### config.mk
export PLATFORM = sky130hd
export DESIGN_NAME = ccs_clock_switcher
export DESIGN_NICKNAME = d
export VERILOG_FILES = /design/src/verilog/ccs_pkg.sv /design/src/verilog/ccs_clock_switcher.sv /design/src/verilog/ccs_edge_sync.sv
export SDC_FILE = /design/constraint.sdc
export NUM_CORES = 1
export LEC_CHECK = 0
export BUFFER_PORTS_ARGS = -buffer_cell sky130_fd_sc_hd__buf_4
export CORE_MARGIN = 2
export CORE_UTILIZATION = 60
export DETAILED_ROUTE_END_ITERATION = 10
export PLACE_DENSITY_LB_ADDON = 0.12
export REMOVE_ABC_BUFFERS = 1
export SLEW_MARGIN = 20
export SYNTH_ARGS = -nofsm -noshare
export SYNTH_HDL_FRONTEND = slang
export SYNTH_SLANG_ARGS = --single-unit
### constraint.sdc
create_clock -name clk -period 4.7 [get_ports clk]
set_input_delay 0.94 -clock clk [delete_from_list [all_inputs] [get_ports clk]]
set_output_delay 0.94 -clock clk [all_outputs]
set_load 0.005 [all_outputs]
### src/verilog/ccs_pkg.sv
`default_nettype none
package ccs_pkg;

  // Register port geometry and register placement.
  localparam int unsigned ADDR_W = 4;
  localparam int unsigned DATA_W = 8;
  localparam logic [ADDR_W-1:0] ADDR_CPU_CLOCK_CONTROL = 4'h0;
  localparam logic [ADDR_W-1:0] ADDR_SUB2_CLOCK_GATE   = 4'h1;

  // Reset values.
  localparam logic [DATA_W-1:0] CPU_CLOCK_CONTROL_RESET = 8'h04;
  localparam logic [DATA_W-1:0] SUB2_CLOCK_GATE_RESET   = 8'h00;

  // Field positions of the CPU clock control register.
  localparam int unsigned MAIN_OSC_STOP_BIT = 7;
  localparam int unsigned SOURCE_STATUS_BIT = 5;
  localparam int unsigned SOURCE_SELECT_BIT = 4;
  localparam int unsigned DIV_LSB           = 0;
  localparam int unsigned DIV_W             = 3;
  // Field position of the subsystem clock 2 gate register.
  localparam int unsigned SUB2_RUN_BIT      = 0;

  // Bits that software can store; bits 6, 5 and 3 always hold zero.
  localparam logic [DATA_W-1:0] CPU_CLOCK_CONTROL_WMASK = 8'h97;
  localparam logic [DATA_W-1:0] SUB2_CLOCK_GATE_WMASK   = 8'h01;

  // Main clock divider: ratio is two to the power of the field.
  localparam int unsigned       DIVCNT_W = 4;
  localparam logic [DIV_W-1:0]  DIV_MAX  = 3'h4;

  // Old-clock cycles run before a handover: one shortest instruction.
  localparam int unsigned      OLD_TICK_W       = 2;
  localparam logic [OLD_TICK_W-1:0] SWITCH_OLD_TICKS = 2'h2;

  // Oscillation stabilisation after reset, timed in subsystem clock 1.
  localparam int unsigned STAB_TIME_MS     = 250;
  localparam int unsigned SUB1_FREQ_HZ     = 32768;
  localparam int unsigned MS_PER_S         = 1000;
  localparam int unsigned STAB_SUB1_CYCLES =
    STAB_TIME_MS * SUB1_FREQ_HZ / MS_PER_S;
  localparam int unsigned STAB_CNT_W       = 14;

  // Source pin indexes for the edge synchronisers.
  localparam int unsigned SRC_MAIN = 0;
  localparam int unsigned SRC_SUB1 = 1;
  localparam int unsigned SRC_SUB2 = 2;
  localparam int unsigned SRC_NUM  = 3;

  // Peripheral units that may receive subsystem clock 2.
  localparam int unsigned UNIT_TIMER16      = 0;
  localparam int unsigned UNIT_SAMPLING_DET = 1;
  localparam int unsigned UNIT_SYNC_SERIAL  = 2;
  localparam int unsigned UNIT_ASYNC_SERIAL = 3;
  localparam int unsigned SUB2_UNITS        = 4;

  typedef enum logic [1:0]
  {
    ST_STAB     = 2'b00,
    ST_RUN      = 2'b01,
    ST_WAIT_OLD = 2'b10,
    ST_WAIT_NEW = 2'b11
  } ccs_state_t;

endpackage
`default_nettype wire
### src/verilog/ccs_clock_switcher.sv
// How it works
// Reset loads the control register with 04H, main clock divided by 16.
// The main oscillator is held stopped while reset is low.
// Software sets division 00H, 01H or 02H before using subsystem clock 1.
// On the main clock the CPU clock follows the three-bit division field.
// Halt may be entered while the main clock drives the CPU.
// On subsystem clock 1 software may stop the main oscillator; halt works.
// Subsystem clock 1 and 2 peripheral clocks keep running during halt.
// Subsystem clock 2 has its own gate and feeds four peripherals only.
// A read-only status bit shows the source that actually clocks the CPU.
// On subsystem clock 1 the division field has no effect.
// Writes to the division bits or source select start a switchover.
// The switch completes after a bounded number of old-clock instructions.
// Software keeps division unchanged in a write that selects sub clock 1.
// One write may change division and return to the main clock together.
// After reset a wait timed from sub clock 1 precedes execution.
// Software sets source select first, and only then the stop bit.
// Software clears the oscillator stop bit first, then the source select.
// A restarted main oscillator needs no wait beyond its first clock edge.
// Stop bit 7, status bit 5, select bit 4, division bits 2..0; 6, 3 zero.
// Software sees the status bit at one before stopping the main clock.
// Software never changes select and stop bits in one write.
// Subsystem clock 2 runs while its bit is one; restart has no wait.
// The status bit changes exactly at the cycle the handover completes.
`default_nettype none
module ccs_clock_switcher
#(
  parameter int unsigned STAB_SUB1_CYCLES = ccs_pkg::STAB_SUB1_CYCLES
)
(
  input  wire logic                        clk,
  input  wire logic                        rst_n,
  input  wire logic [ccs_pkg::ADDR_W-1:0]  regAddr,
  input  wire logic [ccs_pkg::DATA_W-1:0]  regWdata,
  input  wire logic                        regWr,
  input  wire logic                        regRd,
  output logic      [ccs_pkg::DATA_W-1:0]  regRdata,
  input  wire logic                        mainClkIn,
  input  wire logic                        sub1ClkIn,
  input  wire logic                        sub2ClkIn,
  input  wire logic                        haltReq,
  output logic                             cpuClkTick,
  output logic                             cpuRun,
  output logic                             cpuSourceStatus,
  output logic                             mainOscRun,
  output logic                             sub2OscRun,
  output logic                             sub1PeriphTick,
  output logic      [ccs_pkg::SUB2_UNITS-1:0] sub2PeriphTick
);

  // Mask of the divider counter for a division field; prohibited codes
  // above the slowest ratio fall back to the slowest ratio.
  function automatic logic [ccs_pkg::DIVCNT_W-1:0] divMask
  (
    input logic [ccs_pkg::DIV_W-1:0] divSel
  );
    logic [ccs_pkg::DIV_W-1:0]    useDiv;
    logic [ccs_pkg::DIVCNT_W:0]   ratio;
    useDiv = (divSel > ccs_pkg::DIV_MAX) ? ccs_pkg::DIV_MAX : divSel;
    ratio  = (ccs_pkg::DIVCNT_W+1)'(1) << useDiv;
    return ccs_pkg::DIVCNT_W'(ratio - (ccs_pkg::DIVCNT_W+1)'(1));
  endfunction

  logic [ccs_pkg::SRC_NUM-1:0] srcPins;
  logic [ccs_pkg::SRC_NUM-1:0] srcEdge;
  logic                        mainEdge;
  logic                        sub1Edge;
  logic                        sub2Edge;

  assign srcPins[ccs_pkg::SRC_MAIN] = mainClkIn;
  assign srcPins[ccs_pkg::SRC_SUB1] = sub1ClkIn;
  assign srcPins[ccs_pkg::SRC_SUB2] = sub2ClkIn;

  genvar gs;
  generate
    for (gs = 0; gs < ccs_pkg::SRC_NUM; gs++)
    begin : g_sync
      ccs_edge_sync u_sync
      (
        .clk       (clk),
        .rst_n     (rst_n),
        .pinIn     (srcPins[gs]),
        .risePulse (srcEdge[gs])
      );
    end
  endgenerate

  assign mainEdge = srcEdge[ccs_pkg::SRC_MAIN];
  assign sub1Edge = srcEdge[ccs_pkg::SRC_SUB1];
  assign sub2Edge = srcEdge[ccs_pkg::SRC_SUB2];

  // Register file.
  logic [ccs_pkg::DATA_W-1:0] ctl_q;
  logic [ccs_pkg::DATA_W-1:0] ctl_d;
  logic [ccs_pkg::DATA_W-1:0] gate_q;
  logic [ccs_pkg::DATA_W-1:0] gate_d;
  logic [ccs_pkg::DATA_W-1:0] rdata_q;
  logic [ccs_pkg::DATA_W-1:0] rdata_d;

  // Switchover engine.
  ccs_pkg::ccs_state_t            state_q;
  ccs_pkg::ccs_state_t            state_d;
  logic [ccs_pkg::STAB_CNT_W-1:0] stabCnt_q;
  logic [ccs_pkg::STAB_CNT_W-1:0] stabCnt_d;
  logic [ccs_pkg::OLD_TICK_W-1:0] oldCnt_q;
  logic [ccs_pkg::OLD_TICK_W-1:0] oldCnt_d;
  logic                           activeSrc_q;
  logic                           activeSrc_d;
  logic [ccs_pkg::DIV_W-1:0]      activeDiv_q;
  logic [ccs_pkg::DIV_W-1:0]      activeDiv_d;
  logic [ccs_pkg::DIVCNT_W-1:0]   divCnt_q;
  logic [ccs_pkg::DIVCNT_W-1:0]   divCnt_d;

  // Output flops.
  logic                           cpuTick_q;
  logic                           cpuTick_d;
  logic                           cpuRun_q;
  logic                           cpuRun_d;
  logic                           mainOsc_q;
  logic                           mainOsc_d;
  logic                           sub1Tick_q;
  logic                           sub1Tick_d;
  logic [ccs_pkg::SUB2_UNITS-1:0] sub2Tick_q;
  logic [ccs_pkg::SUB2_UNITS-1:0] sub2Tick_d;

  logic                      selSub1;
  logic [ccs_pkg::DIV_W-1:0] selDiv;
  logic                      divTick;
  logic                      oldTick;
  logic                      mismatch;

  assign selSub1 = ctl_q[ccs_pkg::SOURCE_SELECT_BIT];
  assign selDiv  = ctl_q[ccs_pkg::DIV_LSB +: ccs_pkg::DIV_W];
  assign divTick = mainEdge & (divCnt_q == divMask(activeDiv_q));
  assign oldTick = activeSrc_q ? sub1Edge : divTick;
  // The division field only matters while the main clock is wanted.
  assign mismatch = (selSub1 != activeSrc_q) ||
                    (!selSub1 && (selDiv != activeDiv_q));

  always_comb
  begin
    ctl_d   = ctl_q;
    gate_d  = gate_q;
    rdata_d = '0;
    if (regWr && (regAddr == ccs_pkg::ADDR_CPU_CLOCK_CONTROL))
    begin
      ctl_d = regWdata & ccs_pkg::CPU_CLOCK_CONTROL_WMASK;
    end
    if (regWr && (regAddr == ccs_pkg::ADDR_SUB2_CLOCK_GATE))
    begin
      gate_d = regWdata & ccs_pkg::SUB2_CLOCK_GATE_WMASK;
    end
    if (regRd)
    begin
      case (regAddr)
        ccs_pkg::ADDR_CPU_CLOCK_CONTROL:
        begin
          rdata_d = ctl_q;
          rdata_d[ccs_pkg::SOURCE_STATUS_BIT] = activeSrc_q;
        end
        ccs_pkg::ADDR_SUB2_CLOCK_GATE:
        begin
          rdata_d = gate_q;
        end
        default:
        begin
          rdata_d = '0;
        end
      endcase
    end
  end

  always_ff @(posedge clk)
  begin
    if (!rst_n)
    begin
      ctl_q   <= ccs_pkg::CPU_CLOCK_CONTROL_RESET;
      gate_q  <= ccs_pkg::SUB2_CLOCK_GATE_RESET;
      rdata_q <= '0;
    end
    else
    begin
      ctl_q   <= ctl_d;
      gate_q  <= gate_d;
      rdata_q <= rdata_d;
    end
  end

  always_comb
  begin
    state_d     = state_q;
    stabCnt_d   = stabCnt_q;
    oldCnt_d    = oldCnt_q;
    activeSrc_d = activeSrc_q;
    activeDiv_d = activeDiv_q;
    cpuRun_d    = cpuRun_q;
    divCnt_d    = divCnt_q;
    if (mainEdge)
    begin
      divCnt_d = divTick ? '0 : divCnt_q + 1'b1;
    end
    case (state_q)
      ccs_pkg::ST_STAB:
      begin
        // The CPU stays stopped until the main oscillator has settled.
        if (sub1Edge)
        begin
          stabCnt_d = stabCnt_q + 1'b1;
          if (stabCnt_q == ccs_pkg::STAB_CNT_W'(STAB_SUB1_CYCLES - 1))
          begin
            state_d  = ccs_pkg::ST_RUN;
            cpuRun_d = 1'b1;
          end
        end
      end
      ccs_pkg::ST_RUN:
      begin
        if (mismatch)
        begin
          state_d  = ccs_pkg::ST_WAIT_OLD;
          oldCnt_d = '0;
        end
      end
      ccs_pkg::ST_WAIT_OLD:
      begin
        // The old clock keeps running for one shortest instruction.
        if (!mismatch)
        begin
          state_d = ccs_pkg::ST_RUN;
        end
        else if (oldTick)
        begin
          oldCnt_d = oldCnt_q + 1'b1;
          if (oldCnt_q == ccs_pkg::SWITCH_OLD_TICKS - 1'b1)
          begin
            state_d = ccs_pkg::ST_WAIT_NEW;
          end
        end
      end
      ccs_pkg::ST_WAIT_NEW:
      begin
        // The handover happens on an edge of the new source so that no
        // shortened CPU clock period is ever produced.
        if (!mismatch)
        begin
          state_d = ccs_pkg::ST_RUN;
        end
        else if (selSub1 && sub1Edge)
        begin
          activeSrc_d = 1'b1;
          state_d     = ccs_pkg::ST_RUN;
        end
        else if (!selSub1 && mainEdge && mainOsc_q)
        begin
          activeSrc_d = 1'b0;
          activeDiv_d = selDiv;
          divCnt_d    = '0;
          state_d     = ccs_pkg::ST_RUN;
        end
      end
      default:
      begin
        state_d = ccs_pkg::ST_STAB;
      end
    endcase
  end

  always_ff @(posedge clk)
  begin
    if (!rst_n)
    begin
      state_q     <= ccs_pkg::ST_STAB;
      stabCnt_q   <= '0;
      oldCnt_q    <= '0;
      activeSrc_q <= 1'b0;
      activeDiv_q <= ccs_pkg::CPU_CLOCK_CONTROL_RESET[ccs_pkg::DIV_W-1:0];
      divCnt_q    <= '0;
      cpuRun_q    <= 1'b0;
    end
    else
    begin
      state_q     <= state_d;
      stabCnt_q   <= stabCnt_d;
      oldCnt_q    <= oldCnt_d;
      activeSrc_q <= activeSrc_d;
      activeDiv_q <= activeDiv_d;
      divCnt_q    <= divCnt_d;
      cpuRun_q    <= cpuRun_d;
    end
  end

  always_comb
  begin
    // Halt gates only the CPU clock; the source keeps being counted.
    cpuTick_d = cpuRun_q && !haltReq && (state_q != ccs_pkg::ST_WAIT_NEW) &&
                oldTick;
    // The oscillator may stop only once subsystem clock 1 drives the CPU.
    mainOsc_d = !(ctl_q[ccs_pkg::MAIN_OSC_STOP_BIT] && activeSrc_q);
    sub1Tick_d = sub1Edge;
  end

  genvar gu;
  generate
    for (gu = 0; gu < ccs_pkg::SUB2_UNITS; gu++)
    begin : g_sub2
      assign sub2Tick_d[gu] = sub2Edge & gate_q[ccs_pkg::SUB2_RUN_BIT];
    end
  endgenerate

  always_ff @(posedge clk)
  begin
    if (!rst_n)
    begin
      cpuTick_q  <= 1'b0;
      mainOsc_q  <= 1'b0;
      sub1Tick_q <= 1'b0;
      sub2Tick_q <= '0;
    end
    else
    begin
      cpuTick_q  <= cpuTick_d;
      mainOsc_q  <= mainOsc_d;
      sub1Tick_q <= sub1Tick_d;
      sub2Tick_q <= sub2Tick_d;
    end
  end

  assign regRdata        = rdata_q;
  assign cpuClkTick      = cpuTick_q;
  assign cpuRun          = cpuRun_q;
  assign cpuSourceStatus = activeSrc_q;
  assign mainOscRun      = mainOsc_q;
  assign sub2OscRun      = gate_q[ccs_pkg::SUB2_RUN_BIT];
  assign sub1PeriphTick  = sub1Tick_q;
  assign sub2PeriphTick  = sub2Tick_q;

endmodule
`default_nettype wire

### src/verilog/ccs_edge_sync.sv
`default_nettype none
// Two-stage synchroniser for an oscillator pin with a rising-edge pulse.
module ccs_edge_sync
(
  input  wire logic clk,
  input  wire logic rst_n,
  input  wire logic pinIn,
  output logic      risePulse
);

  logic meta_q;
  logic meta_d;
  logic sync_q;
  logic sync_d;
  logic prev_q;
  logic prev_d;
  logic rise_q;
  logic rise_d;

  always_comb
  begin
    meta_d = pinIn;
    sync_d = meta_q;
    prev_d = sync_q;
    rise_d = sync_q & ~prev_q;
  end

  always_ff @(posedge clk)
  begin
    if (!rst_n)
    begin
      // A high reset level keeps a pin that is already high at release
      // from producing a false rising edge.
      meta_q <= 1'b1;
      sync_q <= 1'b1;
      prev_q <= 1'b1;
      rise_q <= 1'b0;
    end
    else
    begin
      meta_q <= meta_d;
      sync_q <= sync_d;
      prev_q <= prev_d;
      rise_q <= rise_d;
    end
  end

  assign risePulse = rise_q;

endmodule
`default_nettype wire

==> metrics <==
Slew HR=64.61%; clock share of power=35.0%; Root Buffer Master=clkbuf_8; Seq pwr share=59.1%; initial antenna violation count=0; clock buffer depth=2; Final period util=42.51%; Top FF cell, synth=dfxtp_1; Die X=67.46 µm; Sw Pwr=187.0 µW; Port Buffer Count=32; post-DP HPWL=2.814 mm; Total GRT Usage=19.15%; EDFF count, synth=0; commonest non-fill, non-tap cell in the layout=dfxtp_1; number of synthesized register bits=55; actual slew at the worst max-slew pin=0.5290 ns; Clock Sinks=55; setup TNS=0 ns; Yosys top cell area share=45.57%; cell taking the most area after synthesis=dfxtp_1; PD cells=293.6 nW/µm²; Initial Util=61.28%; Syn Std Cell Area=2416 µm²; clock slew at reported path FFs=0.10 ns; Slew Limit Fails=0; CP Capture Type=output pin; first-pass GRT wire length=6.575 mm; Cell Rows=23; Clock Skews=0.006307 ns; Avg Cell Area, Syn=9.626 µm²; DRT Wirelength=3.963 mm; maximum vdd drop=0.2758 mV; Die ar.=4550 µm²; Fin Hold WS=0.3890 ns; Worst Path Max Fanout=14; asr flop ratio synth=0%; Die Y=67.46 µm; CTS tree=done; CP Class=flop to output pin; vias in the first global route=1572; Overflow after GRT=0; # IOs=38; Worst Path Arrival=1.06 ns; Buf+Inv Stages, Crit Path=1; slowest CP cell=dfxtp_1; Gate power share=5.9%; Skew-Pair Late Insertion Delay=0.31 ns; Inserted Clock Buffers=5; Diodes inserted=0; fin nets=306; CP startpoint kind=flop; top cells by area, synth=dfxtp_1 46%, mux2i_1 5.0%, ha_1 4.1%, and2_1 3.9%, nand2b_1 3.9%; # DRC=0; Switching Fraction=23.12%; CP Data Required Time=3.76 ns; static leakage=0.001161 µW; routability cong.=0.8084; number of nets with antenna violations after routing=0; Post-CTS Repair Setup Buffers=0; Hold Vio Cnt, Final=0; Yosys warning count=0; crit-path max cell delay=0.57 ns; ratio of cells with drive above 1 in the final layout=16.85%; wire per inst=12.05 µm; largest net degree at the start of global routing=55; DR vias/cell=5.191; Placeable Area=3943 µm²; Distinct cells, synth=43; max-cap violation count=0; f_max=500.5 MHz; RSZ-0062 raised after global routing=no; reg2reg setup slack=2.82 ns; commonest cells after routing, fill and taps aside=55 x dfxtp_1, 32 x buf_4, 21 x nand2_1; status=complete, no violations; Post-Synthesis Cells=251; CP top delay family=flip-flops; minimum clock period=1.998 ns; Hold Buf Count CTS=0; Layout area overhead=14.03%; post-CTS sizing=0; Finish-stage setup viols=0; Internal=621.8 µW; CP cell instances=buf_4; sequential share of the synthesized area=45.57%; H-Tree Depth=2; Pre-antenna DRT Iters=4; Hold Path Class=flop to flop; via count=1708; drt initial violations=101
-- cells in the mapped netlist, types with 2 or more instances --
cell / instances
a21oi_1: 3
xnor2_1: 9
o21ai_0: 5
buf_2: 2
clkbuf_1: 6
nand2_1: 21
and4_1: 5
nor2b_1: 14
ha_1: 8
o311ai_1: 2
nand3_1: 15
buf_4: 5
nor2_1: 13
nor3_1: 2
and3_1: 3
dfxtp_1: 55
nand4_1: 4
inv_1: 4
a21boi_0: 4
or3_1: 2
and2_1: 15
mux2i_1: 12
xor2_1: 8
nand2b_1: 15
-- registers in the layout, indices dropped and copies added (netlist names) --
signal                   flops
activeDiv_q                  3
cpuClkTick                   1
cpuRun                       1
cpuSourceStatus              1
ctl_q                        5
divCnt_q                     4
g_sync.u_sync.meta_q         3
g_sync.u_sync.prev_d         3
g_sync.u_sync.prev_q         3
g_sync.u_sync.risePulse      3
gate_q                       1
mainOscRun                   1
oldCnt_q                     2
regRdata                     6
stabCnt_q                   14
state_q                      2
sub1PeriphTick               1
sub2PeriphTick               1
-- final timing paths --
kind,from,end,depth (start not counted)
max reg2reg,state_q[1]$_SDFFE_PN0P_,stabCnt_q[11]$_SDFFE_PN0P_,7
min,g_sync[1].u_sync.prev_q$_SDFF_PN1_,g_sync[1].u_sync.risePulse$_SDFF_PN0_,1
max,cpuSourceStatus$_SDFFE_PN0P_,cpuSourceStatus,1
min reg2reg,g_sync[1].u_sync.prev_q$_SDFF_PN1_,g_sync[1].u_sync.risePulse$_SDFF_PN0_,1
-- area by class of cell --
type / count / area [µm²]
clock buffers: 6 / 82.58
fillers: 308 / 1187
inverters: 4 / 15.01
multi-input cells: 180 / 1234
well taps: 50 / 62.56
flip-flops and latches: 55 / 1101
repair buffers: 32 / 240.2
clock inverters: 2 / 20.02
-- cells by family after synthesis --
family / Yosys count / share of synthesized area [%]
compound gates: 23 / 7.406
xor+xnor: 18 / 6.836
fa+ha+maj: 8 / 4.143
buf+inv: 17 / 3.521
flops: 55 / 45.57
mux: 13 / 5.438
other cells: 1 / 0.1552
simple gates: 116 / 26.93
-- metrics by stage --
step	area (µm²)	worst slack (ns)	utilization [%]	std cells	total power (µW)
3_5_place_dp	2653	2.391	67.28	321	536.7
2_1_floorplan	2350	2.685	-	239	513.6
4_1_cts	2755	2.693	69.88	329	818.7
3_3_place_gp	2653	2.414	67.28	321	535.7
6_report	2755	2.702	69.88	329	808.8
5_1_grt	2755	2.552	69.88	329	841.0
-- power by group through the flow --
| stage | logic (µW) | registers [µW] | clock network, µW |
|---|---|---|---|
| final | 48.0 | 478 | 283 |
| after global routing | 54.0 | 479 | 308 |
| after CTS | 48.5 | 478 | 293 |
| after detailed placement | 48.2 | 489 | 0 |
| after global placement | 47.4 | 488 | 0 |
| after floorplan | 26.3 | 487 | 0 |
-- per-layer routing --
metal  up-vias  global-route usage (%)  share of wire (%)
li1        902                       -                  -
met1       773                   23.87                 48
met2        27                   31.19                 47
met3         6                   5.333                4.0
met4         0                   7.908                1.5
met5         -                       0                  0
Note: power is estimated with default switching activity, not from simulation.
